==> src/uie_pkg.sv <==
// Constants shared by the serial control block and its infrared codec.
// Assumes an 8-bit register port with a 4-bit word address.

package uie_pkg;

  // ----------------------------------------------------------------
  // Register offsets
  // ----------------------------------------------------------------
  localparam logic [3:0] ADDR_CTL0 = 4'h0;
  localparam logic [3:0] ADDR_CTL1 = 4'h1;
  localparam logic [3:0] ADDR_BAUD_HI = 4'h2;
  localparam logic [3:0] ADDR_BAUD_LO = 4'h3;
  localparam logic [3:0] ADDR_RX_DATA = 4'h4;
  localparam logic [3:0] ADDR_LINE_STAT = 4'h5;
  localparam logic [3:0] ADDR_IRQ_STAT = 4'h6;
  localparam logic [3:0] ADDR_IRQ_CLR = 4'h7;
  localparam logic [3:0] ADDR_IRQ_EN = 4'h8;

  // ----------------------------------------------------------------
  // Field positions
  // ----------------------------------------------------------------
  localparam int CTL0_REN = 0;
  localparam int CTL1_BAUD_SEL = 2;
  localparam int CTL1_RX_MASK = 1;
  localparam int CTL1_IR_EN = 0;
  localparam int IRQ_RX_DATA = 0;
  localparam int IRQ_RX_ERR = 1;
  localparam int IRQ_BAUD = 2;
  localparam int STAT_READY = 0;
  localparam int STAT_FRAME = 1;
  localparam int STAT_OVERRUN = 2;
  localparam int STAT_IR_ACTIVE = 3;

  // ----------------------------------------------------------------
  // Reset values
  // ----------------------------------------------------------------
  localparam logic [15:0] RELOAD_RST = 16'h0010;
  localparam logic [2:0] IRQ_EN_RST = 3'h0;

  // ----------------------------------------------------------------
  // Timing counts, in baud ticks (16 ticks per bit)
  // ----------------------------------------------------------------
  localparam logic [3:0] RX_MID_TICK = 4'h7;
  localparam logic [3:0] RX_LAST_TICK = 4'hf;
  localparam logic [4:0] IR_WIN_OPEN = 5'h0c;
  localparam logic [4:0] IR_WIN_CLOSE = 5'h18;
  localparam logic [4:0] IR_BIT_TICKS = 5'h10;
  localparam logic [3:0] IR_TX_PULSE = 4'h3;

endpackage : uie_pkg

==> src/uie_uart_ctl.sv <==
// Serial receive port with baud generator, interrupt logic and an
// infrared codec in the data path. Assumes a single 200 MHz clock and a
// register master that issues one-cycle read or write strobes.
`timescale 1ns/1ps
`default_nettype none

module uie_uart_ctl (
  // Clock and reset
  input wire logic mclk,
  input wire logic rstn,
  // Register port
  input wire logic [3:0] addr,
  input wire logic [7:0] wr_data,
  input wire logic wr_en,
  input wire logic rd_en,
  output logic [7:0] rd_data,
  // Serial pins
  input wire logic uart_txd,
  input wire logic line_rxd,
  output logic line_txd,
  // Interrupt
  output logic irq
);

  // ----------------------------------------------------------------
  // State
  // ----------------------------------------------------------------
  typedef enum logic [1:0] {
    RX_IDLE,
    RX_START,
    RX_DATA,
    RX_STOP
  } uie_rx_e;

  typedef struct packed {
    logic ren;
    logic baud_readback_select;
    logic rx_data_irq_mask;
    logic infrared_codec_enable;
    logic [15:0] reload;
    logic [15:0] count;
    uie_rx_e rx_st;
    logic [3:0] rx_tick;
    logic [2:0] rx_bit;
    logic [7:0] rx_sh;
    logic [7:0] rx_buf;
    logic ready;
    logic frame_err;
    logic overrun;
    logic [2:0] irq_stat;
    logic [2:0] irq_en;
    logic [7:0] rdata;
  } uie_ctl_s;

  uie_ctl_s r;
  uie_ctl_s next_r;

  logic tick;
  logic dec_rxd;
  logic ir_active;
  logic rx_line;
  logic rx_byte;
  logic rx_err;
  logic baud_evt;
  logic [2:0] irq_set;
  logic [2:0] irq_clr;
  logic [15:0] baud_view;

  // ----------------------------------------------------------------
  // Decode helper
  // ----------------------------------------------------------------
  // Strobe and address match; shared so every side effect decodes alike
  function automatic logic reg_hit(input logic strobe, input logic [3:0] a,
                                   input logic [3:0] want);
    return strobe && (a == want);
  endfunction : reg_hit

  // ----------------------------------------------------------------
  // Codec in the serial path
  // ----------------------------------------------------------------
  uie_endec uie_endec_i (
    .mclk(mclk),
    .rstn(rstn),
    .enable(r.infrared_codec_enable),
    .tick(tick),
    .uart_txd(uart_txd),
    .dec_rxd(dec_rxd),
    .active(ir_active),
    .line_rxd(line_rxd),
    .line_txd(line_txd)
  );

  // Receiver takes the decoded stream with the codec on, the raw pin with it off; codec counters stay inside
  assign rx_line = r.infrared_codec_enable ? dec_rxd : line_rxd;

  // ----------------------------------------------------------------
  // Baud tick generator
  // ----------------------------------------------------------------
  // One tick per reload+1 clocks; the down-count reaching zero is the tick
  assign tick = (r.count == 16'h0000);

  // Baud interrupts only with the receiver off and live read-back chosen
  assign baud_evt = tick & ~r.ren & r.baud_readback_select;

  // Read-back source for the two baud bytes
  assign baud_view = r.baud_readback_select ? r.count : r.reload;

  // ----------------------------------------------------------------
  // Receiver events
  // ----------------------------------------------------------------
  // Byte and error events fire on the stop-bit sample
  always_comb begin
    rx_byte = 1'b0;
    rx_err = 1'b0;
    if (r.ren && tick && r.rx_st == RX_STOP && r.rx_tick == uie_pkg::RX_LAST_TICK) begin
      if (!rx_line || r.ready) begin
        rx_err = 1'b1;
      end else begin
        rx_byte = 1'b1;
      end
    end
  end

  // ----------------------------------------------------------------
  // Interrupt sources and clears
  // ----------------------------------------------------------------
  // Data mask only gates bytes; errors always reach the status
  always_comb begin
    irq_set = 3'h0;
    irq_set[uie_pkg::IRQ_RX_DATA] = rx_byte & ~r.rx_data_irq_mask;
    irq_set[uie_pkg::IRQ_RX_ERR] = rx_err;
    irq_set[uie_pkg::IRQ_BAUD] = baud_evt;
    irq_clr = 3'h0;
    if (reg_hit(wr_en, addr, uie_pkg::ADDR_IRQ_CLR)) begin
      irq_clr = wr_data[2:0];
    end
  end

  assign irq = |(r.irq_stat & r.irq_en);
  assign rd_data = r.rdata;

  // ----------------------------------------------------------------
  // Next state
  // ----------------------------------------------------------------
  always_comb begin
    next_r = r;

    // Baud counter; a write to either baud byte also restarts the count
    if (tick) begin
      next_r.count = r.reload;
    end else begin
      next_r.count = r.count - 16'h0001;
    end

    // Receive sequencer, stepped by baud ticks
    if (!r.ren) begin
      next_r.rx_st = RX_IDLE;
    end else if (tick) begin
      case (r.rx_st)
        RX_IDLE: begin
          if (!rx_line) begin
            // Only here is bit timing realigned to the line
            next_r.rx_st = RX_START;
            next_r.rx_tick = 4'h0;
          end
        end
        RX_START: begin
          next_r.rx_tick = r.rx_tick + 4'h1;
          if (r.rx_tick == uie_pkg::RX_MID_TICK) begin
            if (rx_line) begin
              next_r.rx_st = RX_IDLE;
            end else begin
              next_r.rx_tick = 4'h0;
              next_r.rx_bit = 3'h0;
              next_r.rx_st = RX_DATA;
            end
          end
        end
        RX_DATA: begin
          next_r.rx_tick = r.rx_tick + 4'h1;
          if (r.rx_tick == uie_pkg::RX_LAST_TICK) begin
            next_r.rx_sh = {rx_line, r.rx_sh[7:1]};
            next_r.rx_bit = r.rx_bit + 3'h1;
            if (r.rx_bit == 3'h7) begin
              next_r.rx_st = RX_STOP;
            end
          end
        end
        RX_STOP: begin
          next_r.rx_tick = r.rx_tick + 4'h1;
          if (r.rx_tick == uie_pkg::RX_LAST_TICK) begin
            next_r.rx_st = RX_IDLE;
          end
        end
        default: begin
          next_r.rx_st = RX_IDLE;
        end
      endcase
    end

    // Register writes
    if (wr_en) begin
      if (addr == uie_pkg::ADDR_CTL0) begin
        next_r.ren = wr_data[uie_pkg::CTL0_REN];
      end else if (addr == uie_pkg::ADDR_CTL1) begin
        next_r.baud_readback_select = wr_data[uie_pkg::CTL1_BAUD_SEL];
        next_r.rx_data_irq_mask = wr_data[uie_pkg::CTL1_RX_MASK];
        next_r.infrared_codec_enable = wr_data[uie_pkg::CTL1_IR_EN];
      end else if (addr == uie_pkg::ADDR_BAUD_HI) begin
        next_r.reload = {wr_data, r.reload[7:0]};
        next_r.count = {wr_data, r.reload[7:0]};
      end else if (addr == uie_pkg::ADDR_BAUD_LO) begin
        next_r.reload = {r.reload[15:8], wr_data};
        next_r.count = {r.reload[15:8], wr_data};
      end else if (addr == uie_pkg::ADDR_IRQ_EN) begin
        next_r.irq_en = wr_data[2:0];
      end
    end

    // Read side effects: data read empties the buffer, status read
    // clears the error flags; a new event in the same cycle still lands
    if (reg_hit(rd_en, addr, uie_pkg::ADDR_RX_DATA)) begin
      next_r.ready = 1'b0;
    end
    if (reg_hit(rd_en, addr, uie_pkg::ADDR_LINE_STAT)) begin
      next_r.frame_err = 1'b0;
      next_r.overrun = 1'b0;
    end
    // Overrun keeps the older byte; the newer one is lost
    if (rx_byte) begin
      next_r.rx_buf = r.rx_sh;
      next_r.ready = 1'b1;
    end
    if (rx_err && !rx_line) begin
      next_r.frame_err = 1'b1;
    end
    if (rx_err && rx_line) begin
      next_r.overrun = 1'b1;
    end

    // Sticky status; set beats a clear in the same cycle
    next_r.irq_stat = (r.irq_stat & ~irq_clr) | irq_set;

    // Read data stand for exactly one cycle after the strobe
    next_r.rdata = 8'h00;
    if (rd_en) begin
      if (addr == uie_pkg::ADDR_CTL0) begin
        next_r.rdata = {7'h00, r.ren};
      end else if (addr == uie_pkg::ADDR_CTL1) begin
        next_r.rdata = {5'h00, r.baud_readback_select, r.rx_data_irq_mask,
                        r.infrared_codec_enable};
      end else if (addr == uie_pkg::ADDR_BAUD_HI) begin
        next_r.rdata = baud_view[15:8];
      end else if (addr == uie_pkg::ADDR_BAUD_LO) begin
        next_r.rdata = baud_view[7:0];
      end else if (addr == uie_pkg::ADDR_RX_DATA) begin
        next_r.rdata = r.rx_buf;
      end else if (addr == uie_pkg::ADDR_LINE_STAT) begin
        next_r.rdata = {4'h0, ir_active, r.overrun, r.frame_err, r.ready};
      end else if (addr == uie_pkg::ADDR_IRQ_STAT) begin
        next_r.rdata = {5'h00, r.irq_stat};
      end else if (addr == uie_pkg::ADDR_IRQ_EN) begin
        next_r.rdata = {5'h00, r.irq_en};
      end
    end
  end

  // ----------------------------------------------------------------
  // State register
  // ----------------------------------------------------------------
  always_ff @(posedge mclk or negedge rstn) begin
    if (!rstn) begin
      r <= '{ren: 1'b0, baud_readback_select: 1'b0, rx_data_irq_mask: 1'b0,
             infrared_codec_enable: 1'b0, reload: uie_pkg::RELOAD_RST,
             count: uie_pkg::RELOAD_RST, rx_st: RX_IDLE, rx_tick: 4'h0,
             rx_bit: 3'h0, rx_sh: 8'h00, rx_buf: 8'h00, ready: 1'b0,
             frame_err: 1'b0, overrun: 1'b0, irq_stat: 3'h0,
             irq_en: uie_pkg::IRQ_EN_RST, rdata: 8'h00};
    end else begin
      r <= next_r;
    end
  end

endmodule : uie_uart_ctl

`default_nettype wire

==> src/uie_endec.sv <==
// Infrared encoder/decoder: pulse tracking on receive, pulse shaping on
// transmit. Assumes a one-cycle baud tick at 16 ticks per bit.
`timescale 1ns/1ps
`default_nettype none

module uie_endec (
  // Clock and reset
  input wire logic mclk,
  input wire logic rstn,
  // Control
  input wire logic enable,
  input wire logic tick,
  // Serial side
  input wire logic uart_txd,
  output logic dec_rxd,
  output logic active,
  // Line side
  input wire logic line_rxd,
  output logic line_txd
);

  typedef struct packed {
    logic rx_prev;
    logic rx_act;
    logic [4:0] rx_cnt;
    logic dec;
    logic tx_prev;
    logic [3:0] tx_cnt;
    logic tx_out;
  } uie_endec_s;

  uie_endec_s r;
  uie_endec_s next_r;
  logic rx_fall;
  logic tx_fall;

  assign rx_fall = r.rx_prev & ~line_rxd;
  assign tx_fall = r.tx_prev & ~uart_txd;
  assign dec_rxd = r.dec;
  assign active = r.rx_act;
  assign line_txd = r.tx_out;

  // ----------------------------------------------------------------
  // Next state
  // ----------------------------------------------------------------
  always_comb begin
    next_r = r;
    next_r.rx_prev = line_rxd;
    next_r.tx_prev = uart_txd;
    // Receive tracking; its counter is private, the receiver never sees it
    if (!enable) begin
      next_r.rx_act = 1'b0;
      next_r.rx_cnt = 5'h00;
      next_r.dec = 1'b1;
    end else if (!r.rx_act) begin
      if (rx_fall) begin
        next_r.rx_act = 1'b1;
        next_r.rx_cnt = 5'h00;
        next_r.dec = 1'b0;
      end
    end else if (rx_fall && r.rx_cnt >= uie_pkg::IR_WIN_OPEN) begin
      // Pulse inside -4..+7 ticks of expected time: restart the window
      next_r.rx_cnt = 5'h00;
      next_r.dec = 1'b0;
    end else if (tick) begin
      if (r.rx_cnt == uie_pkg::IR_WIN_CLOSE - 5'h01) begin
        // No pulse in the bit: a one, back to waiting for an edge
        next_r.rx_act = 1'b0;
        next_r.rx_cnt = 5'h00;
        next_r.dec = 1'b1;
      end else begin
        next_r.rx_cnt = r.rx_cnt + 5'h01;
        if (r.rx_cnt + 5'h01 == uie_pkg::IR_BIT_TICKS) begin
          next_r.dec = 1'b1;
        end
      end
    end
    // Transmit: short pulse at the start of each zero bit
    if (tx_fall) begin
      next_r.tx_cnt = 4'h0;
    end else if (tick) begin
      next_r.tx_cnt = r.tx_cnt + 4'h1;
    end
    if (enable) begin
      next_r.tx_out = ~uart_txd & (r.tx_cnt < uie_pkg::IR_TX_PULSE);
    end else begin
      next_r.tx_out = uart_txd;
    end
  end

  // ----------------------------------------------------------------
  // State register
  // ----------------------------------------------------------------
  always_ff @(posedge mclk or negedge rstn) begin
    if (!rstn) begin
      r <= '{rx_prev: 1'b1, rx_act: 1'b0, rx_cnt: 5'h00, dec: 1'b1,
             tx_prev: 1'b1, tx_cnt: 4'h0, tx_out: 1'b1};
    end else begin
      r <= next_r;
    end
  end

endmodule : uie_endec

`default_nettype wire

==> config.mk <==
export PLATFORM = sky130hd
export DESIGN_NAME = uie_uart_ctl
export DESIGN_NICKNAME = d
export VERILOG_FILES = /design/src/uie_pkg.sv /design/src/uie_uart_ctl.sv /design/src/uie_endec.sv
export SDC_FILE = /design/constraint.sdc
export NUM_CORES = 1
export LEC_CHECK = 0
export BUFFER_PORTS_ARGS = -buffer_cell sky130_fd_sc_hd__clkbuf_2
export CORE_AREA = 5 5 113 115
export CTS_BUF_LIST = sky130_fd_sc_hd__clkbuf_4
export CTS_CLUSTER_DIAMETER = 80
export DETAILED_ROUTE_END_ITERATION = 16
export DIE_AREA = 0 0 118 120
export MAX_ROUTING_LAYER = met4
export SETUP_SLACK_MARGIN = 0.2
export SYNTH_ARGS = -nofsm -noshare
export SYNTH_HDL_FRONTEND = slang
export SYNTH_SLANG_ARGS = --single-unit
==> constraint.sdc <==
create_clock -name mclk -period 2.84 [get_ports mclk]
set_clock_uncertainty 0.15 [all_clocks]
set_input_delay 0.142 -clock mclk [delete_from_list [all_inputs] [get_ports mclk]]
set_output_delay 0.142 -clock mclk [all_outputs]
set_load 0.03 [all_outputs]
==> out/results.ini <==
[clock_network]
htreeDepth = 3
cts_buffers = 9
worstSkewPairLatency_ps = 470
cts_tree = yes
cts-root-buf = clkbuf_4
postCtsSetupBuffers = 0
cts_buffer_depth = 2
numClockSinks = 92
clkTransAtPathRegs_ps = 150

[drt]
drtAntennaViolNets = 0
vias_per_cell = 5.90
wirelength_microns = 13500
dr.pass1.iters = 5
vias = 4215
detail_route.wl_per_cell_microns = 18.9
drc = 0
drtIter0Drc = 287

[logic_synthesis]
yosysTopAreaCell = dfrtp_1
ys_types = 76
seq_area_frac_synth = 0.453
synth_area_sq_mm = 0.00510
postSynth.asyncResetShare = 1.00
syn-instance-count = 527
synth_nets = 554
synth_edf_count = 0
ys.flop_type = dfrtp_1
avgSynthCellArea_sq_um = 9.68
yosys.area.top_type_share = 0.422
ys_ff_latch = 92
synthTopCellsByArea = dfrtp_1 42%, nand2_1 4.5%, o21ai_0 4.2%
synth_warnings = 0

[pwr]
irDropWorstVdd_uv = 295
p_leak_nw = 2.43
p_per_area_mw_per_mm2 = 559

[global_routing]
grt.overflow.total = 0
grt.busiest_layer = met2
antenna_found_initial = 0
gr-usage-met2 = 0.312
grt_max_degree = 54
met3_usage = 0.0339
grt_pass1_vias = 4244
grt_pass1_wl_microns = 22500
gr-usage-met1 = 0.274
track_usage = 0.206

[floorplan]
rows = 40
die-area_sq_mm = 0.0142
core_area_sq_mm = 0.0117
start_util = 0.435
die_h_microns = 120
die_w_microns = 118
io-pin-count = 28

[placement]
io_buffers = 27
gp_congestion = 0.952
hpwl_microns = 9910

[final_layout]
area_growth_syn_to_layout_pct = 10.7
fin_nets = 590
utilization = 0.482
num_antenna_cells = 0
final_cell_mix = 86 x dfrtp_1, 61 x nand2_1, 43 x o21ai_0
layout_commonest_cell = dfrtp_1
drive_gt1_frac = 0.183
final.fill_count = 1158

[setup_path]
worstRegToRegCells = 7
reg2reg_slack_ps = 410
crit_fanout = 9
crit_required_ps = 3070
worst_setup_path_end_kind = flop
cp_cell_sequence = inv_1, ha_1, or3b_2, nor4_4, buf_4, nand4_4, mux2_2
crit_buf_inv = 2
regToRegEndpoint = r[23]
cp-start-kind = flop
r2r-start = r[42]
critPathTopFamily = simple AND/OR/NAND/NOR gates
critPathSlowestCell = or3b_2
arrival_ps = 2660
crit_type = reg2reg
max_stage_delay_ps = 510

[sta]
drv_slew = 0
rsz0062_at_grt = false
tightestPinTransition_ps = 812
period_needed_ps = 2430
setup_viol = 0
hold_viol = 0
clock.fmax_mhz = 412
tns_ps = 0
finalCritPeriodShare = 0.856
slew_headroom = 0.457

[run]
max_cap_violations = 0

[run_status]
status = complete, no violations

[hold_path]
hold_class = in2async

## worst max path at each step
stage,cells past startpoint,endpoint,startpoint,slack [ps]
final,7,r[23],r[42],410
after detailed placement,6,r[50],r[42],400
after global routing,7,r[40],r[42],280
after floorplan,6,r[25],r[47],380
after global placement,6,r[54],r[42],410
after CTS,6,r[50],r[42],370
## synth_stat cells, types with 5 or more instances
library cell and n:
dfrtp_1 86, nand2_1 61, o21ai_0 43, nor2_1 36
inv_1 33, clkbuf_1 20, mux2_2 15, a21oi_1 14
nand3_1 13, nor3_1 13, a221oi_1 12, mux2i_1 10
nand2b_1 10, ha_1 9, buf_4 8, o211ai_1 8
mux2_4 7, a31oi_1 6, dfstp_2 6, o31ai_1 6
nand4_1 5, nor4_1 5, xnor2_1 5
## state kept, by name, summed over array words and instances, names as in the netlist
register,flops
rd_data,8
uie_endec_i.active,1
uie_endec_i.line_txd,1
r,70
uie_endec_i.r,11
uie_endec_i.dec_rxd,1
## metrics by stage
| step | hold slack (ps) | worst slack, ps | cell area [sq um] | power [mW] | instances |
|---|---|---|---|---|---|
| floorplan | -304 | 385 | 5100 | 2.22 | 527 |
| global placement | 9.19 | 405 | 5380 | 2.49 | 685 |
| detailed placement | 13.9 | 403 | 5380 | 2.49 | 685 |
| CTS | 19.0 | 373 | 5640 | 3.17 | 715 |
| finish | 36.6 | 410 | 5650 | 3.16 | 715 |
| global route | 44.7 | 278 | 5650 | 3.35 | 715 |
## report_power, final
group          total [mW]  switching, mW  internal (mW)  leakage, nW
Sequential           1.74          0.248           1.50         1.17
Clock               0.666          0.470          0.195       0.0634
Combinational       0.748          0.420          0.328         1.20
## final cells by class
class / instances / area (sq um) / share of cell area
clock buffers: 10 / 75.1 / 0.0133
flip-flops and latches: 92 / 2310 / 0.409
clock inverters: 6 / 46.3 / 0.00820
inverters: 33 / 124 / 0.0219
repair buffers: 57 / 410 / 0.0727
multi-input cells: 370 / 2500 / 0.442
well taps: 147 / 184 / 0.0326
## repair_timing
action	in CTS	in global routing
resized for setup	0	1
endpoints found under the hold margin	148	0
hold buffers	14	0
endpoints found under the setup margin	0	1
## cell families (layout without fill, tap and decap cells)
group / Yosys count / in the layout / synth area share
fa+ha+maj: 9 / 9 / 0.0221
compound gates: 137 / 137 / 0.186
flops: 92 / 92 / 0.453
mux: 33 / 33 / 0.0778
buf+inv: 65 / 106 / 0.0586
xor+xnor: 9 / 9 / 0.0155
simple gates: 182 / 182 / 0.187
## metal layers
metal	wire, microns	vias up
li1	-	1998
met1	6260	2075
met2	6190	111
met3	643	31
met4	421	0
met5	0	-
Note: power is estimated with default switching activity, not from simulation.
